File: src/hdl/usc_map.svh
// Register offsets, field positions and reset values of the slave control bank.
// Assumes an 8-bit register pointer loaded over the host port.
`ifndef USC_MAP_SVH
`define USC_MAP_SVH

// Register offsets
`define USC_OFS_CTRL  8'h05
`define USC_OFS_IEN   8'h06
`define USC_OFS_ADDR  8'h07
`define USC_OFS_ISTAT 8'h0D
`define USC_OFS_CBUF  8'h0E
`define USC_OFS_ROLE  8'h0F
`define USC_OFS_FRML  8'h15
`define USC_OFS_FRMH  8'h16
`define USC_OFS_DMAL  8'h35
`define USC_OFS_DMAH  8'h36

// Field positions
`define USC_BIT_DMA_STATUS 7
`define USC_BIT_STANDBY    6
`define USC_BIT_SPEED      5
`define USC_EVT_WIDTH      7

// Reset values
`define USC_RST_CTRL 8'h00
`define USC_RST_IEN  7'h00
`define USC_RST_ADDR 8'h00
`define USC_RST_ROLE 8'h00
`define USC_RST_DMA  16'h0000

`endif

File: src/hdl/usc_pkg.sv
// Types shared by the slave control bank and its helpers.
// Assumes nothing of its surroundings.
package usc_pkg;

  // Main control register layout, bit 7 first
  typedef struct packed {
    logic reserved;
    logic transceiverStandby;
    logic speedSelect;
    logic lineForceHi;
    logic lineForceLo;
    logic dmaRead;
    logic dmaEnable;
    logic usbEnable;
  } usc_ctrl_s;

  // Forced bus line states
  typedef enum logic [1:0] {
    USC_LINE_NORMAL = 2'b00,
    USC_LINE_SE0    = 2'b01,
    USC_LINE_K      = 2'b10,
    USC_LINE_J      = 2'b11
  } usc_line_e;

  // Event pulses from the packet engine, status bits 6..0
  typedef struct packed {
    logic       usbReset;
    logic       sofReceived;
    logic       dmaDone;
    logic [3:0] epDone;
  } usc_evt_s;

  // Decoded token from the packet engine
  typedef struct packed {
    logic       valid;
    logic [7:0] addr;
  } usc_token_s;

endpackage : usc_pkg

File: src/hdl/usc_irq_status.sv
// Sticky event status with write-one-to-clear and enable gating.
// Assumes single-cycle event and clear pulses from the register bank.
`timescale 1ns/1ps
module usc_irq_status #(
  parameter int W = 7
) (
  input  wire logic         clk,
  input  wire logic         rst_n,
  input  wire logic         ce,
  input  wire logic [W-1:0] setEvt,
  input  wire logic [W-1:0] clrWr,
  input  wire logic [W-1:0] enable,
  output logic      [W-1:0] status,
  output logic              irqOut
);

  // Event wins over a clear in the same cycle
  always_ff @(posedge clk or negedge rst_n) begin
    if (!rst_n) begin
      status <= '0;
    end else if (ce) begin
      status <= (status & ~clrWr) | setEvt;
    end
  end

  // Request follows pending and enabled bits, one cycle late
  always_ff @(posedge clk or negedge rst_n) begin
    if (!rst_n) begin
      irqOut <= 1'b0;
    end else if (ce) begin
      irqOut <= |(status & enable);
    end
  end

endmodule : usc_irq_status

File: src/hdl/usc_addr_filter.sv
// Token address filter against the assigned device address.
// Assumes tokens arrive as one-cycle valid pulses.
`timescale 1ns/1ps
module usc_addr_filter
  import usc_pkg::*;
(
  input  wire logic       clk,
  input  wire logic       rst_n,
  input  wire logic       ce,
  input  wire usc_token_s tokenIn,
  input  wire logic [7:0] devAddr,
  input  wire logic       usbEnable,
  output logic            tokenAccept,
  output logic            tokenReject
);

  // Accept only matching tokens while transfers are enabled
  always_ff @(posedge clk or negedge rst_n) begin
    if (!rst_n) begin
      tokenAccept <= 1'b0;
      tokenReject <= 1'b0;
    end else if (ce) begin
      tokenAccept <= tokenIn.valid && usbEnable && (tokenIn.addr == devAddr);
      tokenReject <= tokenIn.valid && !(usbEnable && (tokenIn.addr == devAddr));
    end
  end

endmodule : usc_addr_filter

File: src/hdl/usc_slave_ctrl_regs.sv
// Slave-mode USB control and interrupt register bank on the 8-bit host port.
// Assumes host strobes synchronous to clk and event pulses from the packet engine.
// Functional notes
// - Control bit 6 puts transceiver in standby
// - Suspend when standby set and enable clear
// - Control bit 5: zero full, one low speed
// - Line force bits give normal, SE0, K, J
// - Line force bits clear at power-up
// - Control bit 2 sets DMA direction
// - DMA starts on high count write if enabled
// - USB enable resets to zero, gates communication
// - Enables gate request only, never touch status
// - Enable bits: reset, SOF, DMA, endpoints
// - Bit 7 reads DMA transfer in progress
// - Device address resets to 00h
// - Respond only to tokens matching device address
// - Read status; write one clears bit
// - Endpoint completion sets its done status bit
`timescale 1ns/1ps
`include "usc_map.svh"
module usc_slave_ctrl_regs
  import usc_pkg::*;
#(
  parameter int NUM_EP = 4
) (
  input  wire logic        clk,
  input  wire logic        rst_n,
  input  wire logic        ce,
  input  wire logic        hostCsN,
  input  wire logic        hostRdN,
  input  wire logic        hostWrN,
  input  wire logic        hostA0,
  input  wire logic [7:0]  hostDataIn,
  output logic      [7:0]  hostDataOut,
  output logic             hostDataOeN,
  output logic             interruptRequestOut,
  input  wire usc_evt_s    evtIn,
  input  wire logic [3:0]  currentBufferIn,
  input  wire logic [10:0] frameNumberIn,
  input  wire usc_token_s  tokenIn,
  output logic             tokenAccept,
  output logic             tokenReject,
  output logic             usbEnableOut,
  output logic             xcvrStandby,
  output logic             suspendOut,
  output logic             lowSpeed,
  output logic             lineForceOeN,
  output logic             lineDpOut,
  output logic             lineDmOut,
  output logic             dmaReadDir,
  output logic             dmaStart,
  output logic             dmaActive,
  output logic      [15:0] dmaCount,
  output logic      [7:0]  rolePolarity
);

  // Register bits only cover four endpoints
  generate
    if (NUM_EP < 1 || NUM_EP > 4) begin : g_bad_ep
      $error("NUM_EP must lie between 1 and 4");
    end
  endgenerate

  usc_ctrl_s                    ctrlReg;
  logic [`USC_EVT_WIDTH-1:0]    ienReg;
  logic [7:0]                   addrReg;
  logic [7:0]                   ptrReg;
  logic                         wrNPrev;
  logic                         wrEdge;
  logic                         rdActive;
  logic                         wrCtrl;
  logic                         wrIen;
  logic                         wrDmaHigh;
  logic [`USC_EVT_WIDTH-1:0]    clrVec;
  logic [`USC_EVT_WIDTH-1:0]    evtVec;
  logic [`USC_EVT_WIDTH-1:0]    irqStatus;
  logic [7:0]                   readData;
  usc_line_e                    lineSel;

  // True when a data-phase write targets the given offset
  function automatic logic regHit(input logic [7:0] ptr, input logic [7:0] ofs, input logic edgeOk);
    regHit = edgeOk && (ptr == ofs);
  endfunction : regHit

  // Host strobe edge detection
  always_ff @(posedge clk or negedge rst_n) begin
    if (!rst_n) begin
      wrNPrev <= 1'b1;
    end else if (ce) begin
      wrNPrev <= hostWrN;
    end
  end

  // Decoded host accesses
  assign wrEdge    = !hostCsN && !hostWrN && wrNPrev;
  assign rdActive  = !hostCsN && !hostRdN;
  assign wrCtrl    = regHit(ptrReg, `USC_OFS_CTRL, wrEdge && hostA0);
  assign wrIen     = regHit(ptrReg, `USC_OFS_IEN, wrEdge && hostA0);
  assign wrDmaHigh = regHit(ptrReg, `USC_OFS_DMAH, wrEdge && hostA0);
  assign clrVec    = regHit(ptrReg, `USC_OFS_ISTAT, wrEdge && hostA0) ? hostDataIn[6:0] : '0;
  assign evtVec    = evtIn;

  // Register pointer, loaded by the address phase
  always_ff @(posedge clk or negedge rst_n) begin
    if (!rst_n) begin
      ptrReg <= 8'h00;
    end else if (ce && wrEdge && !hostA0) begin
      ptrReg <= hostDataIn;
    end
  end

  // Main control register
  always_ff @(posedge clk or negedge rst_n) begin
    if (!rst_n) begin
      ctrlReg <= `USC_RST_CTRL;
    end else if (ce && wrCtrl) begin
      ctrlReg          <= hostDataIn;
      ctrlReg.reserved <= 1'b0;
    end
  end

  // Interrupt enables, bit 7 is read-only status
  always_ff @(posedge clk or negedge rst_n) begin
    if (!rst_n) begin
      ienReg <= `USC_RST_IEN;
    end else if (ce && wrIen) begin
      ienReg <= hostDataIn[6:0];
    end
  end

  // Device address
  always_ff @(posedge clk or negedge rst_n) begin
    if (!rst_n) begin
      addrReg <= `USC_RST_ADDR;
    end else if (ce && regHit(ptrReg, `USC_OFS_ADDR, wrEdge && hostA0)) begin
      addrReg <= hostDataIn;
    end
  end

  // Role and polarity byte, kept for the transceiver
  always_ff @(posedge clk or negedge rst_n) begin
    if (!rst_n) begin
      rolePolarity <= `USC_RST_ROLE;
    end else if (ce && regHit(ptrReg, `USC_OFS_ROLE, wrEdge && hostA0)) begin
      rolePolarity <= hostDataIn;
    end
  end

  // DMA count bytes
  always_ff @(posedge clk or negedge rst_n) begin
    if (!rst_n) begin
      dmaCount <= `USC_RST_DMA;
    end else if (ce) begin
      if (regHit(ptrReg, `USC_OFS_DMAL, wrEdge && hostA0)) begin
        dmaCount[7:0] <= hostDataIn;
      end
      if (wrDmaHigh) begin
        dmaCount[15:8] <= hostDataIn;
      end
    end
  end

  // DMA start pulse and busy flag, a start beats a done
  always_ff @(posedge clk or negedge rst_n) begin
    if (!rst_n) begin
      dmaStart  <= 1'b0;
      dmaActive <= 1'b0;
    end else if (ce) begin
      dmaStart <= wrDmaHigh && ctrlReg.dmaEnable;
      if (wrDmaHigh && ctrlReg.dmaEnable) begin
        dmaActive <= 1'b1;
      end else if (evtIn.dmaDone) begin
        dmaActive <= 1'b0;
      end
    end
  end

  // Sticky status and request output
  usc_irq_status #(
    .W (`USC_EVT_WIDTH)
  ) u_irq (
    .clk    (clk),
    .rst_n  (rst_n),
    .ce     (ce),
    .setEvt (evtVec),
    .clrWr  (clrVec),
    .enable (ienReg),
    .status (irqStatus),
    .irqOut (interruptRequestOut)
  );

  // Token address filter
  usc_addr_filter u_filter (
    .clk         (clk),
    .rst_n       (rst_n),
    .ce          (ce),
    .tokenIn     (tokenIn),
    .devAddr     (addrReg),
    .usbEnable   (ctrlReg.usbEnable),
    .tokenAccept (tokenAccept),
    .tokenReject (tokenReject)
  );

  // Read multiplexer, unmapped offsets read zero
  always_comb begin
    readData = 8'h00;
    if (!hostA0) begin
      readData = ptrReg;
    end else begin
      unique case (ptrReg)
        `USC_OFS_CTRL:  readData = ctrlReg;
        `USC_OFS_IEN:   readData = {dmaActive, ienReg};
        `USC_OFS_ADDR:  readData = addrReg;
        `USC_OFS_ISTAT: readData = {dmaActive, irqStatus};
        `USC_OFS_CBUF:  readData = {4'h0, currentBufferIn};
        `USC_OFS_ROLE:  readData = rolePolarity;
        `USC_OFS_FRML:  readData = {frameNumberIn[6:0], 1'b0};
        `USC_OFS_FRMH:  readData = {frameNumberIn[10:7], 4'h0};
        `USC_OFS_DMAL:  readData = dmaCount[7:0];
        `USC_OFS_DMAH:  readData = dmaCount[15:8];
        default:        readData = 8'h00;
      endcase
    end
  end

  // Host data driver, enable low while driving
  always_ff @(posedge clk or negedge rst_n) begin
    if (!rst_n) begin
      hostDataOut <= 8'h00;
      hostDataOeN <= 1'b1;
    end else if (ce) begin
      hostDataOut <= readData;
      hostDataOeN <= !rdActive;
    end
  end

  // Transceiver mode outputs
  always_ff @(posedge clk or negedge rst_n) begin
    if (!rst_n) begin
      usbEnableOut <= 1'b0;
      xcvrStandby  <= 1'b0;
      suspendOut   <= 1'b0;
      lowSpeed     <= 1'b0;
      dmaReadDir   <= 1'b0;
    end else if (ce) begin
      usbEnableOut <= ctrlReg.usbEnable;
      xcvrStandby  <= ctrlReg.transceiverStandby;
      suspendOut   <= ctrlReg.transceiverStandby && !ctrlReg.usbEnable;
      lowSpeed     <= ctrlReg.speedSelect;
      dmaReadDir   <= ctrlReg.dmaRead;
    end
  end

  // Forced line state decode
  assign lineSel = usc_line_e'({ctrlReg.lineForceHi, ctrlReg.lineForceLo});

  always_ff @(posedge clk or negedge rst_n) begin
    if (!rst_n) begin
      lineForceOeN <= 1'b1;
      lineDpOut    <= 1'b0;
      lineDmOut    <= 1'b0;
    end else if (ce) begin
      unique case (lineSel)
        USC_LINE_NORMAL: begin
          lineForceOeN <= 1'b1;
          lineDpOut    <= 1'b0;
          lineDmOut    <= 1'b0;
        end
        USC_LINE_SE0: begin
          lineForceOeN <= 1'b0;
          lineDpOut    <= 1'b0;
          lineDmOut    <= 1'b0;
        end
        USC_LINE_K: begin
          lineForceOeN <= 1'b0;
          lineDpOut    <= 1'b0;
          lineDmOut    <= 1'b1;
        end
        USC_LINE_J: begin
          lineForceOeN <= 1'b0;
          lineDpOut    <= 1'b1;
          lineDmOut    <= 1'b0;
        end
      endcase
    end
  end
endmodule : usc_slave_ctrl_regs

File: config.mk
export PLATFORM = sky130hd
export DESIGN_NAME = usc_slave_ctrl_regs
export DESIGN_NICKNAME = d
export VERILOG_FILES = /design/src/hdl/usc_pkg.sv /design/src/hdl/usc_irq_status.sv /design/src/hdl/usc_addr_filter.sv /design/src/hdl/usc_slave_ctrl_regs.sv
export VERILOG_INCLUDE_DIRS = /design/src /design/src/hdl
export SDC_FILE = /design/constraint.sdc
export NUM_CORES = 1
export LEC_CHECK = 0
export BUFFER_PORTS_ARGS = -buffer_cell sky130_fd_sc_hd__buf_2
export CAP_MARGIN = 40
export CORE_MARGIN = 3
export CORE_UTILIZATION = 54
export CTS_CLUSTER_SIZE = 25
export DETAILED_ROUTE_END_ITERATION = 12
export PLACE_DENSITY_LB_ADDON = 0.15
export SLEW_MARGIN = 10
export SYNTH_ARGS = -nofsm -noshare
export SYNTH_HDL_FRONTEND = slang
export SYNTH_SLANG_ARGS = --single-unit
export TNS_END_PERCENT = 50
File: constraint.sdc
create_clock -name clk -period 2.2 [get_ports clk]
set_input_delay 0.44 -clock clk [delete_from_list [all_inputs] [get_ports clk]]
set_output_delay 0.44 -clock clk [all_outputs]
set_load 0.02 [all_outputs]
## Word-level counts from Yosys, hierarchy flattened

Index checks and enable logic that the tools add are counted.

- Register bits after elaboration: 84
- Bits of input ports: 46
- Output and inout port bits: 46
- Logic and storage cells: 95

- Eq/ne operators: 14
- Muxes and demuxes: 8
- Bitwise gates (word level): 4
- Reduce and logical (&&, ||, !) cells: 39

Operator list:

| kind | number |
|---|---|
| case mux 8 bit (10 select lines) | 1 |
| equality test 8 x 3 -> 1 bit, second input constant | 3 |
| equality test 8 x 4 -> 1 bit, second input constant | 3 |
| logical AND 1 bit | 23 |
| equality test 8 x 5 -> 1 bit, second input constant | 2 |
| equality test 8 x 6 -> 1 bit, second input constant | 2 |
| AND 7 bit | 2 |
| OR reduction 3 bit | 3 |
| equality test 8 bit | 1 |
| two-way mux 8 bit | 1 |
| logical NOT 1 bit | 7 |
| two-way mux 7 bit | 1 |
| inverter 7 bit | 1 |
| OR 7 bit | 1 |
| OR reduction 7 bit | 1 |
| case mux 1 bit (2 select lines) | 3 |
| AND reduction 2 bit | 3 |
| equality test 2 bit, second input constant | 2 |
| equality test 2 x 1 -> 1 bit, second input constant | 1 |
| logical NOT 2 bit | 1 |
| two-way mux 1 bit | 2 |
| nonzero test 2 bit | 1 |

## Longest topological paths before layout

- Depth after elaboration: 9
- Mapped depth: 8
- Depth with buffers taken out: 5

## Modules after synthesis

From an unflattened synthesis, not the netlist that was laid out.

- Cells, all modules: 373
- Area total of the unflattened synthesis: 4,330.4 sq um

Modules (own cells, without submodules):

| module | instances | cells an instance | area an instance (sq um) | seq. area each (sq um) |
|---|---|---|---|---|
| usc_slave_ctrl_regs | 1 | 326 | 3,793.6 | 1,855.5 |
| usc_irq_status | 1 | 29 | 354.1 | 200.2 |
| usc_addr_filter | 1 | 18 | 182.7 | 50.0 |

## Worst setup path before layout

OpenSTA, ideal clock, no wires.

- Path type: register to register
- Start point: reg ptrReg[4]
- End point: reg addrReg[0]
- Setup time: 0.125 ns
- Arrival: 1.803 ns
- Required time: 2.075 ns
- Setup slack: 0.272 ns
- Cell stages (with the launch flop): 6
- Buffers on the path: 1
- Clock period less this slack: 1.928 ns
- Cell sequence: dfrtp_1 -> buf_2 -> nor4_4 -> nand2_2 -> nor3_4 -> mux2_2

- Word-level cells in the longest chain between the ends: 3

Ends and longest elaborated chain:

| what | RTL line | text |
|---|---|---|
| start, declared | usc_slave_ctrl_regs.sv:67 | `logic [7:0] ptrReg;` |
| start signal, assigned | usc_slave_ctrl_regs.sv:108 | `ptrReg <= hostDataIn;` |
| equality test 8 x 3 -> 1 bit | usc_slave_ctrl_regs.sv:82 | `regHit = edgeOk && (ptr == ofs);` |
| logical AND 1 bit | usc_slave_ctrl_regs.sv:82 |  |
| logical AND 1 bit | usc_slave_ctrl_regs.sv:135 | `` end else if (ce && regHit(ptrReg, `USC_OFS_ADDR, wrEdge && hostA0)) begin `` |
| end signal, assigned | usc_slave_ctrl_regs.sv:134 | `` addrReg <= `USC_RST_ADDR; `` |
| end signal, assigned | usc_slave_ctrl_regs.sv:136 | `addrReg <= hostDataIn;` |
| end, declared | usc_slave_ctrl_regs.sv:66 | `logic [7:0] addrReg;` |

Every way passes these cells.
A chain may end at the register's enable or synchronous reset.

## Worst setup path after layout

- Start point: reg ptrReg[0]
- End point: reg u_irq.status[4]

- Word-level cells in the longest chain between the ends: 6

Ends and longest elaborated chain:

| what | RTL line | text |
|---|---|---|
| equality test 8 x 4 -> 1 bit | usc_slave_ctrl_regs.sv:82 |  |
| logical AND 1 bit | usc_slave_ctrl_regs.sv:82 |  |
| two-way mux 7 bit | usc_slave_ctrl_regs.sv:100 | `` assign clrVec = regHit(ptrReg, `USC_OFS_ISTAT, wrEdge && hostA0) ? hostDataIn[6:0] : '0; `` |
| inverter 7 bit | usc_irq_status.sv:22 | `status <= (status & ~clrWr) \| setEvt;` |
| AND 7 bit | usc_irq_status.sv:22 |  |
| OR 7 bit | usc_irq_status.sv:22 |  |
| end signal, assigned | usc_irq_status.sv:22 |  |
| end, declared | usc_irq_status.sv:13 | `output logic [W-1:0] status,` |

Every way passes these cells.

==> flow_summary.toml <==
[timing]
slew_violations = 0
holdWs_ns = 0.0376
hold_viol_final = 0
period_needed_ns = 2.02
tightest_slew_ns = 0.512
setup-violations-final = 0
rsz0062_at_grt = "no"
final.setup.tns_ns = 0
finalClockSkew_ns = 0.00781
fin_crit_sh_pct = 91.6
relSlewSlack_pct = 65.8
setup_slack_ns = 0.184
clock.fmax_mhz = 496

[cts]
clock_sinks = 84
hold_buffers = 0
clk_transition_reported_paths_ns = 0.09
cts_tree = "done"
clock_latency_ns = 0.36
cts-root-buf = "clkbuf_8"
h-tree-depth = 3
cts_max_path_buffers = 2
cts_buffers = 9

[synthesis]
async_flop_share_pct = 100
ys_top_cells_by_count = "dfrtp_1, mux2_2, nand2_1"
netlist_instances = 356
yosys_register_bits = 84
synth-edff-count = 0
ys_seq_area_share_pct = 50.9
yosysTopAreaCell = "dfrtp_1"
synth_top_area_share_pct = 49.0
synthesis.area_mm2 = 0.00414
yosysWarnings = 0
avgSynthCellArea_um2 = 11.6
synthFlopType = "dfrtp_1"
synth_nets = 402
yosys-top-cells-area = "dfrtp_1, mux2_2, a22oi_1"
yosysMostFrequentCell = "dfrtp_1"
ys_types = 46

[global_routing]
antenna_found_initial = 0
grt_max_degree = 47
grt_pass1_vias = 3326
grt.total_usage_pct = 27.1
grt_pass1_wl_mm = 17.7
overflow = 0

[worst_setup_path]
regToRegEndpoint = "u_irq.status[4]$_DFFE_PN0P_"
crit_slowest_cell = "dfrtp_1"
end_kind = "flop"
regToRegStartpoint = "ptrReg[0]$_DFFE_PN0P_"
cp.required_ns = 2.46
cpMostUsedCell = "buf_4"
critPathMaxFanout = 12
crit_type = "flop to flop"
start_kind = "flop"
cp.arrival_ns = 2.27
slowest_delay_ns = 0.57
path_buf_inv = 2
path_delay_family = "simple AND/OR/NAND/NOR gates"
reg2reg_slack_ns = 0.18
crit_chain = "nor2b_1 -> buf_4 -> nor3b_2 -> buf_4 -> nand2_1 -> a22o_1"
ff2ff_path_depth = 6

[floorplanning]
die_w_um = 93.5
coreArea_mm2 = 0.00733
chipHeight_um = 93.5
die-area_mm2 = 0.00874
io_pins = 92
floorplan.rows = 31
start_util_pct = 56.4

[power]
p_per_area_mw_per_mm2 = 730
ir_worst_vdd_mv = 0.407
leakage_uw = 0.00247

[drt]
drc = 0
wl_per_cell_um = 19.7
ant_nets = 0
drt_wl_total_mm = 11.2
vias_per_cell = 5.87
firstDrtPassIters = 6
drt_iter0_drc = 200
routed-via-count = 3338

[layout]
area_delta_synth_final_pct = 22.9
fill_cells = 569
stdcell_area_mm2 = 0.00508
drive_above_1_share_pct = 44.5
antenna_cells = 0
final_cells = 569
nets = 511

[run_status]
outcome = "completed"

[place]
place.port_buffers = 91
placedCellCount = 550
dp_worst_setup_slack_ns = 0.112
gp_congestion = 0.981
placed_cell_area_mm2 = 0.00483
hpwl_mm = 8.42

[worst_hold_path]
hold_class = "primary input to async pin"

[run]
cap_viol_max_count = 0
worst max path at each step:
stage / from / to / slack [ns] / depth (start not counted)
floorplan: ptrReg[4]$_DFFE_PN0P_ / addrReg[0]$_DFFE_PN0P_ / 0.27 / 5
global placement: ptrReg[5]$_DFFE_PN0P_ / rolePolarity[3]$_DFFE_PN0P_ / 0.17 / 4
detailed placement: ptrReg[5]$_DFFE_PN0P_ / rolePolarity[3]$_DFFE_PN0P_ / 0.11 / 4
CTS: ptrReg[5]$_DFFE_PN0P_ / rolePolarity[3]$_DFFE_PN0P_ / 0.07 / 4
global route: ptrReg[0]$_DFFE_PN0P_ / u_irq.status[5]$_DFFE_PN0P_ / 0.01 / 6
finish: ptrReg[0]$_DFFE_PN0P_ / u_irq.status[4]$_DFFE_PN0P_ / 0.18 / 6
per-layer routing:
| metal | track usage [%] | up-vias | part of all wire (%) |
|---|---|---|---|
| met5 | 0 | - | 0 |
| met2 | 42.4 | 143 | 47 |
| met3 | 4.26 | 18 | 6.4 |
| met1 | 37.5 | 1636 | 44 |
| li1 | - | 1541 | - |
| met4 | 11.5 | 0 | 2.5 |
cells by family after synthesis:
group | share of synthesized area (%)
AOI/OAI and AO/OA | 13.3
xor gates and xnor gates | 1.69
buffers and inverters | 2.84
DFF | 50.9
muxes | 19.7
and+or+nand+nor | 11.6
final cells by class:
type | count | area, µm² | share of cell area (%)
multi-input cells | 242 | 1920 | 37.7
inverters | 11 | 41.3 | 0.812
well taps | 99 | 124 | 2.44
clock inverters | 7 | 106 | 2.09
flip-flops and latches | 84 | 2110 | 41.4
clock buffers | 9 | 124 | 2.44
repair buffers | 117 | 666 | 13.1
sequential cells by signal, summed over array words and instances (netlist names), 7 cells and up:
name          count
addrReg           8
ctrlReg           7
dmaCount         16
hostDataOut       8
ienReg            7
ptrReg            8
rolePolarity      8
u_irq.status      7
where the power goes:
part | switching [µW] | internal, µW
sequential | 98.3 | 1610
clock | 612 | 661
combinational | 404 | 328
what timing repair did:
action                     CTS  global route
hold endpoints to repair     0             0
setup endpoints to repair    0            15
buffers inserted             0             3
resized for setup            0             1
cell usage in the layout (no fill, tap or decap), types with 2 or more instances in the layout:
master,netlist,final
o21ai_0,20,20
nor2b_1,9,9
o22ai_1,7,7
a21oi_1,6,6
nor3_4,2,2
mux4_2,2,2
nor2_1,9,9
and3_1,4,4
mux2_2,61,61
xnor2_1,8,8
a22o_1,7,7
dfstp_2,3,3
nand2_1,26,26
nor4bb_1,2,2
inv_1,11,11
a22oi_1,24,24
and4bb_2,2,2
dfrtp_1,81,81
nand4_1,4,4
clkbuf_8,0,9
a211oi_1,6,6
buf_4,0,26
nand3_1,12,12
bufinv_16,0,2
mux2i_1,7,7
o211ai_1,2,2
buf_2,4,90
nand3b_1,2,2
inv_6,0,3
metrics by stage:
step | power, µW | util, %
2_1_floorplan | 2130 | -
4_1_cts | 3700 | 69.0
3_3_place_gp | 2430 | 65.8
3_5_place_dp | 2430 | 65.8
5_1_grt | 3870 | 69.3
6_report | 3710 | 69.3
No activity file was read; power rests on OpenSTA's default activity.
